===== src/rtl/afr_pkg.sv =====
// afr_pkg: register offsets, field positions, reset values and fault indices
// for the amplifier fault report register bank.
// assumes an 8-bit register address space and 8-bit data.
package afr_pkg;

  localparam int AW = 8;
  localparam int DW = 8;

  // register offsets
  localparam logic [AW-1:0] OFS_CHANNEL_FAULT    = 8'h70;
  localparam logic [AW-1:0] OFS_GLOBAL_FAULT     = 8'h71;
  localparam logic [AW-1:0] OFS_THERMAL_SHUTDOWN = 8'h72;
  localparam logic [AW-1:0] OFS_THERMAL_WARNING  = 8'h73;
  localparam logic [AW-1:0] OFS_FAULT_MASK       = 8'h74;
  localparam logic [AW-1:0] OFS_LATCH_CONFIG     = 8'h75;
  localparam logic [AW-1:0] OFS_MISC_CONFIG      = 8'h76;
  localparam logic [AW-1:0] OFS_FAULT_CLEAR      = 8'h78;

  // reset values
  localparam logic [DW-1:0] RST_FAULT_MASK   = 8'h00;
  localparam logic [DW-1:0] RST_LATCH_CONFIG = 8'hf8;
  localparam logic [DW-1:0] RST_MISC_CONFIG  = 8'h00;
  localparam logic [DW-1:0] RST_FAULT_CLEAR  = 8'h00;
  localparam logic [DW-1:0] ZERO_BYTE        = 8'h00;

  // channel fault register fields
  localparam int BIT_RIGHT_OVERCURRENT = 0;
  localparam int BIT_LEFT_OVERCURRENT  = 1;
  localparam int BIT_RIGHT_OFFSET      = 2;
  localparam int BIT_LEFT_OFFSET       = 3;
  // global fault register fields
  localparam int BIT_POWER_LOW         = 0;
  localparam int BIT_POWER_HIGH        = 1;
  localparam int BIT_CLOCK_FAULT       = 2;
  // thermal status fields
  localparam int BIT_THERMAL_SHUTDOWN  = 0;
  localparam int BIT_THERMAL_WARNING   = 2;

  // fault report mask fields
  localparam int BIT_SUPPRESS_OVERCURRENT = 0;
  localparam int BIT_SUPPRESS_OFFSET      = 1;
  localparam int BIT_SUPPRESS_POWER_HIGH  = 2;
  localparam int BIT_SUPPRESS_POWER_LOW   = 3;
  localparam int BIT_SUPPRESS_CLOCK       = 4;
  localparam int BIT_SUPPRESS_CORE_HIGH   = 5;
  localparam int BIT_SUPPRESS_CORE_LOW    = 6;
  localparam int BIT_SUPPRESS_SHUTDOWN    = 7;

  // latch config fields
  localparam int BIT_SUPPRESS_WARNING     = 2;
  localparam int BIT_HOLD_WARNING         = 3;
  localparam int BIT_HOLD_SHUTDOWN        = 4;
  localparam int BIT_HOLD_CLOCK           = 5;

  // misc config fields
  localparam int BIT_SELF_RECOVERY        = 4;
  localparam int BIT_HOLD_CLOCK_DETECT    = 7;

  // fault clear command field
  localparam int BIT_ANALOG_FAULT_CLEAR   = 7;

  // fault indices into the internal flag vector
  localparam int NUM_FAULTS      = 11;
  localparam int F_OC_RIGHT      = 0;
  localparam int F_OC_LEFT       = 1;
  localparam int F_DC_RIGHT      = 2;
  localparam int F_DC_LEFT       = 3;
  localparam int F_POWER_LOW     = 4;
  localparam int F_POWER_HIGH    = 5;
  localparam int F_CLOCK         = 6;
  localparam int F_CORE_LOW      = 7;
  localparam int F_CORE_HIGH     = 8;
  localparam int F_SHUTDOWN      = 9;
  localparam int F_WARNING       = 10;

endpackage


===== src/rtl/afr_fault_cell.sv =====
// afr_fault_cell: one fault input, synchronised and optionally held.
// assumes the raw fault is asynchronous to mclk and active high.
`timescale 1ns/1ps
module afr_fault_cell (
  // clock and reset
  input  wire logic mclk,
  input  wire logic reset,
  // fault source and control
  input  wire logic raw_fault,
  input  wire logic hold,
  input  wire logic clear,
  // result
  output logic      live,
  output logic      flag
);

  logic sync_first;

  always_ff @(posedge mclk) begin
    if (reset) begin
      sync_first <= 1'b0;
      live       <= 1'b0;
    end else begin
      sync_first <= raw_fault;
      live       <= sync_first;
    end
  end

  // a present fault wins over a clear in the same cycle
  always_ff @(posedge mclk) begin
    if (reset) begin
      flag <= 1'b0;
    end else begin
      flag <= live | (flag & hold & ~clear);
    end
  end

endmodule


===== src/rtl/afr_regs.sv =====
// afr_regs: fault status, report masking, latching and clear register bank.
// assumes a register access port from a same-clock control interface
// and raw fault levels from analog sensing, asynchronous to mclk.
//
// Contract
// - thermal shutdown flag, bit0 at 72h, rest zero
// - thermal warning flag, bit2 at 73h
// - mask bit7 suppresses thermal shutdown report
// - mask bit6 suppresses core undervoltage report
// - mask bit5 suppresses core overvoltage report
// - mask bit4 suppresses clock fault report
// - mask bit3 suppresses power undervoltage report
// - mask bit2 suppresses power overvoltage report
// - mask bit1 suppresses output offset report
// - mask bit0 suppresses overcurrent report
// - 75h bit5 holds clock fault
// - 75h bit4 holds thermal shutdown
// - 75h bit3 holds thermal warning
// - 75h bit2 suppresses thermal warning report
// - 76h bit7 holds clock detect status
// - 76h bit4 enables thermal shutdown self recovery
// - write one to 78h bit7 clears faults
// - per channel offset, overcurrent flags at 70h
`timescale 1ns/1ps
module afr_regs (
  // clock and reset
  input  wire logic                  mclk,
  input  wire logic                  reset,
  // register access port
  input  wire logic [afr_pkg::AW-1:0] reg_addr,
  input  wire logic [afr_pkg::DW-1:0] reg_wdata,
  input  wire logic                  reg_write,
  input  wire logic                  reg_read,
  output logic      [afr_pkg::DW-1:0] reg_rdata,
  output logic                       reg_rvalid,
  // raw fault levels from sensing
  input  wire logic                  left_overcurrent_raw,
  input  wire logic                  right_overcurrent_raw,
  input  wire logic                  left_offset_raw,
  input  wire logic                  right_offset_raw,
  input  wire logic                  power_supply_low_raw,
  input  wire logic                  power_supply_high_raw,
  input  wire logic                  clock_failure_raw,
  input  wire logic                  core_supply_low_raw,
  input  wire logic                  core_supply_high_raw,
  input  wire logic                  thermal_shutdown_raw,
  input  wire logic                  thermal_warning_raw,
  // fault report and control
  output logic                       fault_report_n,
  output logic                       thermal_warning_report_n,
  output logic                       thermal_shutdown_active,
  output logic                       analog_fault_clear
);

  import afr_pkg::*;

  logic [DW-1:0]         fault_report_mask;
  logic [DW-1:0]         fault_latch_config;
  logic [DW-1:0]         misc_fault_config;
  logic [DW-1:0]         fault_clear_command;
  logic [NUM_FAULTS-1:0] raw_vec;
  logic [NUM_FAULTS-1:0] hold_vec;
  logic [NUM_FAULTS-1:0] flag_vec;
  logic [NUM_FAULTS-1:0] suppress_vec;
  logic [DW-1:0]         next_rdata;

  function automatic logic hit(input logic [AW-1:0] a, input logic [AW-1:0] ofs);
    hit = (a == ofs);
  endfunction

  // register writes
  wire write_mask  = reg_write & hit(reg_addr, OFS_FAULT_MASK);
  wire write_latch = reg_write & hit(reg_addr, OFS_LATCH_CONFIG);
  wire write_misc  = reg_write & hit(reg_addr, OFS_MISC_CONFIG);
  wire write_clear = reg_write & hit(reg_addr, OFS_FAULT_CLEAR);
  wire clear_req   = write_clear & reg_wdata[BIT_ANALOG_FAULT_CLEAR];
  // the command bit is never stored, so no write of zero is needed
  wire [DW-1:0] clear_keep = ~(DW'(1) << BIT_ANALOG_FAULT_CLEAR);

  always_ff @(posedge mclk) begin
    if (reset) begin
      fault_report_mask <= RST_FAULT_MASK;
    end else if (write_mask) begin
      fault_report_mask <= reg_wdata;
    end
  end

  always_ff @(posedge mclk) begin
    if (reset) begin
      fault_latch_config <= RST_LATCH_CONFIG;
    end else if (write_latch) begin
      fault_latch_config <= reg_wdata;
    end
  end

  always_ff @(posedge mclk) begin
    if (reset) begin
      misc_fault_config <= RST_MISC_CONFIG;
    end else if (write_misc) begin
      misc_fault_config <= reg_wdata;
    end
  end

  always_ff @(posedge mclk) begin
    if (reset) begin
      fault_clear_command <= RST_FAULT_CLEAR;
    end else if (write_clear) begin
      fault_clear_command <= reg_wdata & clear_keep;
    end
  end

  // clear command pulse, one cycle after the write
  always_ff @(posedge mclk) begin
    if (reset) begin
      analog_fault_clear <= 1'b0;
    end else begin
      analog_fault_clear <= clear_req;
    end
  end

  // control decoding
  wire hold_clock_failure     = fault_latch_config[BIT_HOLD_CLOCK];
  wire hold_thermal_shutdown  = fault_latch_config[BIT_HOLD_SHUTDOWN];
  wire hold_thermal_warning   = fault_latch_config[BIT_HOLD_WARNING];
  wire suppress_warning       = fault_latch_config[BIT_SUPPRESS_WARNING];
  wire hold_clock_detect      = misc_fault_config[BIT_HOLD_CLOCK_DETECT];
  wire thermal_self_recovery  = misc_fault_config[BIT_SELF_RECOVERY];

  assign raw_vec[F_OC_RIGHT]   = right_overcurrent_raw;
  assign raw_vec[F_OC_LEFT]    = left_overcurrent_raw;
  assign raw_vec[F_DC_RIGHT]   = right_offset_raw;
  assign raw_vec[F_DC_LEFT]    = left_offset_raw;
  assign raw_vec[F_POWER_LOW]  = power_supply_low_raw;
  assign raw_vec[F_POWER_HIGH] = power_supply_high_raw;
  assign raw_vec[F_CLOCK]      = clock_failure_raw;
  assign raw_vec[F_CORE_LOW]   = core_supply_low_raw;
  assign raw_vec[F_CORE_HIGH]  = core_supply_high_raw;
  assign raw_vec[F_SHUTDOWN]   = thermal_shutdown_raw;
  assign raw_vec[F_WARNING]    = thermal_warning_raw;

  // channel, power supply and core supply faults always hold until cleared
  assign hold_vec[F_OC_RIGHT]   = 1'b1;
  assign hold_vec[F_OC_LEFT]    = 1'b1;
  assign hold_vec[F_DC_RIGHT]   = 1'b1;
  assign hold_vec[F_DC_LEFT]    = 1'b1;
  assign hold_vec[F_POWER_LOW]  = 1'b1;
  assign hold_vec[F_POWER_HIGH] = 1'b1;
  assign hold_vec[F_CORE_LOW]   = 1'b1;
  assign hold_vec[F_CORE_HIGH]  = 1'b1;
  assign hold_vec[F_CLOCK]      = hold_clock_failure | hold_clock_detect;
  // self recovery releases the shutdown flag once the die cools
  assign hold_vec[F_SHUTDOWN]   = hold_thermal_shutdown & ~thermal_self_recovery;
  assign hold_vec[F_WARNING]    = hold_thermal_warning;

  // report suppression per fault
  assign suppress_vec[F_OC_RIGHT]   = fault_report_mask[BIT_SUPPRESS_OVERCURRENT];
  assign suppress_vec[F_OC_LEFT]    = fault_report_mask[BIT_SUPPRESS_OVERCURRENT];
  assign suppress_vec[F_DC_RIGHT]   = fault_report_mask[BIT_SUPPRESS_OFFSET];
  assign suppress_vec[F_DC_LEFT]    = fault_report_mask[BIT_SUPPRESS_OFFSET];
  assign suppress_vec[F_POWER_HIGH] = fault_report_mask[BIT_SUPPRESS_POWER_HIGH];
  assign suppress_vec[F_POWER_LOW]  = fault_report_mask[BIT_SUPPRESS_POWER_LOW];
  assign suppress_vec[F_CLOCK]      = fault_report_mask[BIT_SUPPRESS_CLOCK];
  assign suppress_vec[F_CORE_HIGH]  = fault_report_mask[BIT_SUPPRESS_CORE_HIGH];
  assign suppress_vec[F_CORE_LOW]   = fault_report_mask[BIT_SUPPRESS_CORE_LOW];
  assign suppress_vec[F_SHUTDOWN]   = fault_report_mask[BIT_SUPPRESS_SHUTDOWN];
  assign suppress_vec[F_WARNING]    = suppress_warning;

  genvar gi;
  generate
    for (gi = 0; gi < NUM_FAULTS; gi = gi + 1) begin : g_cell
      afr_fault_cell u_cell (
        .mclk      (mclk),
        .reset     (reset),
        .raw_fault (raw_vec[gi]),
        .hold      (hold_vec[gi]),
        .clear     (clear_req),
        .live      (),
        .flag      (flag_vec[gi])
      );
    end
  endgenerate

  // the warning has its own report line; the main line carries the rest
  wire [NUM_FAULTS-1:0] reported = flag_vec & ~suppress_vec;
  wire main_report    = |reported[F_SHUTDOWN:F_OC_RIGHT];
  wire warning_report = reported[F_WARNING];

  always_ff @(posedge mclk) begin
    if (reset) begin
      fault_report_n <= 1'b1;
    end else begin
      fault_report_n <= ~main_report;
    end
  end

  always_ff @(posedge mclk) begin
    if (reset) begin
      thermal_warning_report_n <= 1'b1;
    end else begin
      thermal_warning_report_n <= ~warning_report;
    end
  end

  // shutdown acts on the flag whatever the mask says
  always_ff @(posedge mclk) begin
    if (reset) begin
      thermal_shutdown_active <= 1'b0;
    end else begin
      thermal_shutdown_active <= flag_vec[F_SHUTDOWN];
    end
  end

  // read decoding, status shows flags regardless of masks
  always_comb begin
    next_rdata = ZERO_BYTE;
    case (reg_addr)
      OFS_CHANNEL_FAULT: begin
        next_rdata[BIT_RIGHT_OVERCURRENT] = flag_vec[F_OC_RIGHT];
        next_rdata[BIT_LEFT_OVERCURRENT]  = flag_vec[F_OC_LEFT];
        next_rdata[BIT_RIGHT_OFFSET]      = flag_vec[F_DC_RIGHT];
        next_rdata[BIT_LEFT_OFFSET]       = flag_vec[F_DC_LEFT];
      end
      OFS_GLOBAL_FAULT: begin
        next_rdata[BIT_POWER_LOW]   = flag_vec[F_POWER_LOW];
        next_rdata[BIT_POWER_HIGH]  = flag_vec[F_POWER_HIGH];
        next_rdata[BIT_CLOCK_FAULT] = flag_vec[F_CLOCK];
      end
      OFS_THERMAL_SHUTDOWN: begin
        next_rdata[BIT_THERMAL_SHUTDOWN] = flag_vec[F_SHUTDOWN];
      end
      OFS_THERMAL_WARNING: begin
        next_rdata[BIT_THERMAL_WARNING] = flag_vec[F_WARNING];
      end
      OFS_FAULT_MASK:   next_rdata = fault_report_mask;
      OFS_LATCH_CONFIG: next_rdata = fault_latch_config;
      OFS_MISC_CONFIG:  next_rdata = misc_fault_config;
      OFS_FAULT_CLEAR:  next_rdata = fault_clear_command;
      default:          next_rdata = ZERO_BYTE;
    endcase
  end

  always_ff @(posedge mclk) begin
    if (reset) begin
      reg_rvalid <= 1'b0;
    end else begin
      reg_rvalid <= reg_read;
    end
  end

  // read data stands until the next read
  always_ff @(posedge mclk) begin
    if (reset) begin
      reg_rdata <= ZERO_BYTE;
    end else if (reg_read) begin
      reg_rdata <= next_rdata;
    end
  end

endmodule


===== config.mk =====
export PLATFORM = sky130hd
export DESIGN_NAME = afr_regs
export DESIGN_NICKNAME = d
export VERILOG_FILES = /design/src/rtl/afr_pkg.sv /design/src/rtl/afr_fault_cell.sv /design/src/rtl/afr_regs.sv
export SDC_FILE = /design/constraint.sdc
export NUM_CORES = 1
export LEC_CHECK = 0
export BUFFER_PORTS_ARGS = -buffer_cell sky130_fd_sc_hd__buf_2
export CAP_MARGIN = 15
export CORE_ASPECT_RATIO = 1.2
export CORE_MARGIN = 1
export CORE_UTILIZATION = 40
export CTS_BUF_LIST = sky130_fd_sc_hd__clkbuf_8
export CTS_CLUSTER_SIZE = 16
export DETAILED_ROUTE_END_ITERATION = 8
export SYNTH_ARGS = -nofsm -noshare
export SYNTH_HDL_FRONTEND = slang
export SYNTH_SLANG_ARGS = --single-unit
export TNS_END_PERCENT = 30

===== constraint.sdc =====
create_clock -name mclk -period 1.75 [get_ports mclk]
set_clock_uncertainty 0.1 [all_clocks]
set_input_delay 0.175 -clock mclk [delete_from_list [all_inputs] [get_ports mclk]]
set_output_delay 0.175 -clock mclk [all_outputs]
set_load 0.1 [all_outputs]

==> impl_metrics.json <==
{
  "drc": 0,
  "cp-start-kind": "primary input",
  "clkLatencyLatePin_ns": 0.35,
  "whs_path_depth": 3,
  "max_cap_violations": 0,
  "cts_tree": "done",
  "period_share_pct": 81.3,
  "clk_path_buf_depth": 2,
  "crit_buf_inv": 3,
  "mostFrequentLayoutCells": "77 x dfxtp_1, 43 x buf_2, 36 x nor2_1",
  "synth.distinct_cells": 47,
  "num-nets-final": 418,
  "syn_inst": 323,
  "ys_seq_area_share_pct": 50.4,
  "synthesis.nets": 354,
  "yosys.area.top_type": "dfxtp_1",
  "crit_path_end_kind": "flop",
  "htree_levels": 3,
  "synth_fa_ha_area_share_pct": 0,
  "place_hpwl_um": 4980,
  "synth_top_family_by_area": "simple AND/OR/NAND/NOR gates",
  "pre_cts_slack_ns": 0.111,
  "die_w_um": 81.8,
  "synth.cell_area_sq_um": 3060,
  "stdcell_area_sq_um": 3770,
  "grt_pass1_wl_um": 11300,
  "via_per_inst": 5.07,
  "final_cells": 482,
  "cts_buffers": 9,
  "clock.fmax_mhz": 703,
  "cts_sinks": 77,
  "vias": 2442,
  "max_stage_delay_ns": 0.53,
  "die_area_sq_um": 8000,
  "reg2reg_depth": 3,
  "cts-root-buf": "clkbuf_8",
  "p_total_mw": 3.73,
  "yosysWarnings": 0,
  "coreArea_sq_um": 7320,
  "ys.flop_type": "dfxtp_1",
  "path_delay_family": "buffers and inverters",
  "synthMuxAreaShare_pct": 8.63,
  "crit_slowest_cell": "dlygate4sd3_1",
  "synth-compound-area-share_pct": 12.8,
  "ys_top_cells_by_area": "dfxtp_1 50%, mux2i_1 7.5%, nor2b_1 5.3%",
  "hold_path_class": "in2reg",
  "synth_area_per_cell_sq_um": 9.47,
  "fin_tns_setup_ns": 0,
  "cp.required_ns": 1.93,
  "drtAntennaViolNets": 0,
  "drtPass1Iterations": 4,
  "path_clk_slew_ns": 0.08,
  "yosysTopAreaCellShare_pct": 50.4,
  "async_flop_share_pct": 0,
  "row_count": 34,
  "synth_simple_gate_area_share_pct": 22.7,
  "synth_edf_count": 0,
  "cts_setup_buffers": 0,
  "path_depth": 6,
  "slew-limit-headroom_pct": 67.6,
  "path_class": "in2reg",
  "diodes": 0,
  "synth_xor_xnor_area_share_pct": 0.286,
  "setup_violations": 0,
  "syn_to_final_growth_pct": 23.2,
  "grt_usage_pct": 19.0,
  "worstMarginPinSlew_ns": 0.489,
  "overflow": 0,
  "outcome": "finished, final reports clean",
  "final_common_cell": "dfxtp_1",
  "cts_resized": 0,
  "routed_wl_um": 7120,
  "drt_iter0_markers": 135,
  "p_leak_nw": 1.55,
  "routabilityCongestion": 0.828,
  "grt_start_max_net_pins": 39,
  "worst_slack_ns": 0.327,
  "antenna_found_initial": 0,
  "arrival_ns": 1.60,
  "die_y_um": 97.8,
  "power_density_nw_per_um2": 991,
  "grt_pass1_vias": 2271,
  "finalHoldViolCount": 0,
  "peakVddDrop_v": 0.000666,
  "crit_chain": "dlygate4sd3_1 -> buf_2 -> buf_4 -> nor2_1 -> nand2_1 -> o211ai_1",
  "io_pins": 44,
  "drive_gt1_share_pct": 21.2,
  "ys_seq_elements": 77,
  "rsz0062_at_grt": "no",
  "place_inst": 449,
  "wl_per_cell_um": 14.8,
  "io_buffers": 43,
  "place_area_sq_um": 3360,
  "start_util_pct": 41.8,
  "final_max_slew_viol_count": 0,
  "worstPathMaxFanout": 26,
  "fin_crit_ns": 1.42
}
-- power breakdown --
| group | switching [mW] | internal, mW | total (mW) |
|---|---|---|---|
| Combinational | 0.197 | 0.124 | 0.321 |
| Clock | 0.658 | 0.942 | 1.60 |
| Sequential | 0.0189 | 1.80 | 1.81 |
-- cell usage after synthesis (all sizes together) (2+ instances only) --
master	count
dfxtp	77
nor2	36
nand2	28
a21oi	27
nor2b	26
mux2i	23
nand3	18
buf	11
clkbuf	10
inv	7
o21ai	6
nand4	5
o22ai	5
o2bb2ai	4
mux2	3
nor3	3
o211ai	3
a222oi	2
a22oi	2
a32oi	2
and2	2
and3	2
and4	2
nand2b	2
nand4b	2
-- area by class of cell --
type	count	area, sq um
Clock buffer	9	124
Clock inverter	7	115
Fill cell	710	3550
Inverter	7	26.3
Multi-Input combinational cell	218	1360
Sequential cell	77	1540
Tap cell	90	113
Timing Repair Buffer	74	490
-- flip-flops by register name, indices dropped and copies added (netlist names) --
register                  cells
analog_fault_clear            1
fault_clear_command           7
fault_latch_config            8
fault_report_mask             8
fault_report_n                1
g_cell.u_cell.flag           11
g_cell.u_cell.live           11
g_cell.u_cell.sync_first     11
misc_fault_config             8
reg_rdata                     8
reg_rvalid                    1
thermal_shutdown_active       1
thermal_warning_report_n      1
-- metal layers --
layer	global-route usage (%)	wire, um	vias up
li1	-	-	1246
met1	23.5	3240	1108
met2	29.6	3400	75
met3	6.07	343	13
met4	8.64	134	0
met5	0	0	-
-- path summary, 6_finish.rpt --
path                                                              from                                  end  slack [ns]
worst max-delay path                                             reset            reg_rdata[2]$_SDFFE_PP0P_        0.33
worst max register to register       fault_report_mask[4]$_SDFFE_PP0P_            reg_rdata[4]$_SDFFE_PP0P_        0.47
worst min register to register  g_cell[4].u_cell.sync_first$_SDFF_PP0_     g_cell[4].u_cell.live$_SDFF_PP0_        0.34
worst min-delay path                                      reg_wdata[5]  fault_clear_command[5]$_SDFFE_PP0P_        0.02
-- logic make-up after synthesis --
logic type / Yosys count
compound gates: 59
xor+xnor: 1
buf+inv: 28
flops: 77
mux: 26
simple gates: 132
-- stage by stage --
step                utilization (%)  hold slack [ns]
floorplan                         -            0.154
global placement               45.9            0.284
detailed placement             45.9            0.287
CTS                            51.5          0.00316
global route                   51.5           0.0140
finish                         51.5           0.0179
-- tightest hold or removal path, cell delays in order --
cell     delay [ns]
buf_2          0.13
nand3_1        0.07
a21oi_1        0.05
-- repair_timing --
item,in CTS,in global routing
endpoints found under the setup margin,0,0
endpoints found under the hold margin,20,0
hold buffers,17,0
(Power assumes the default switching activity.)
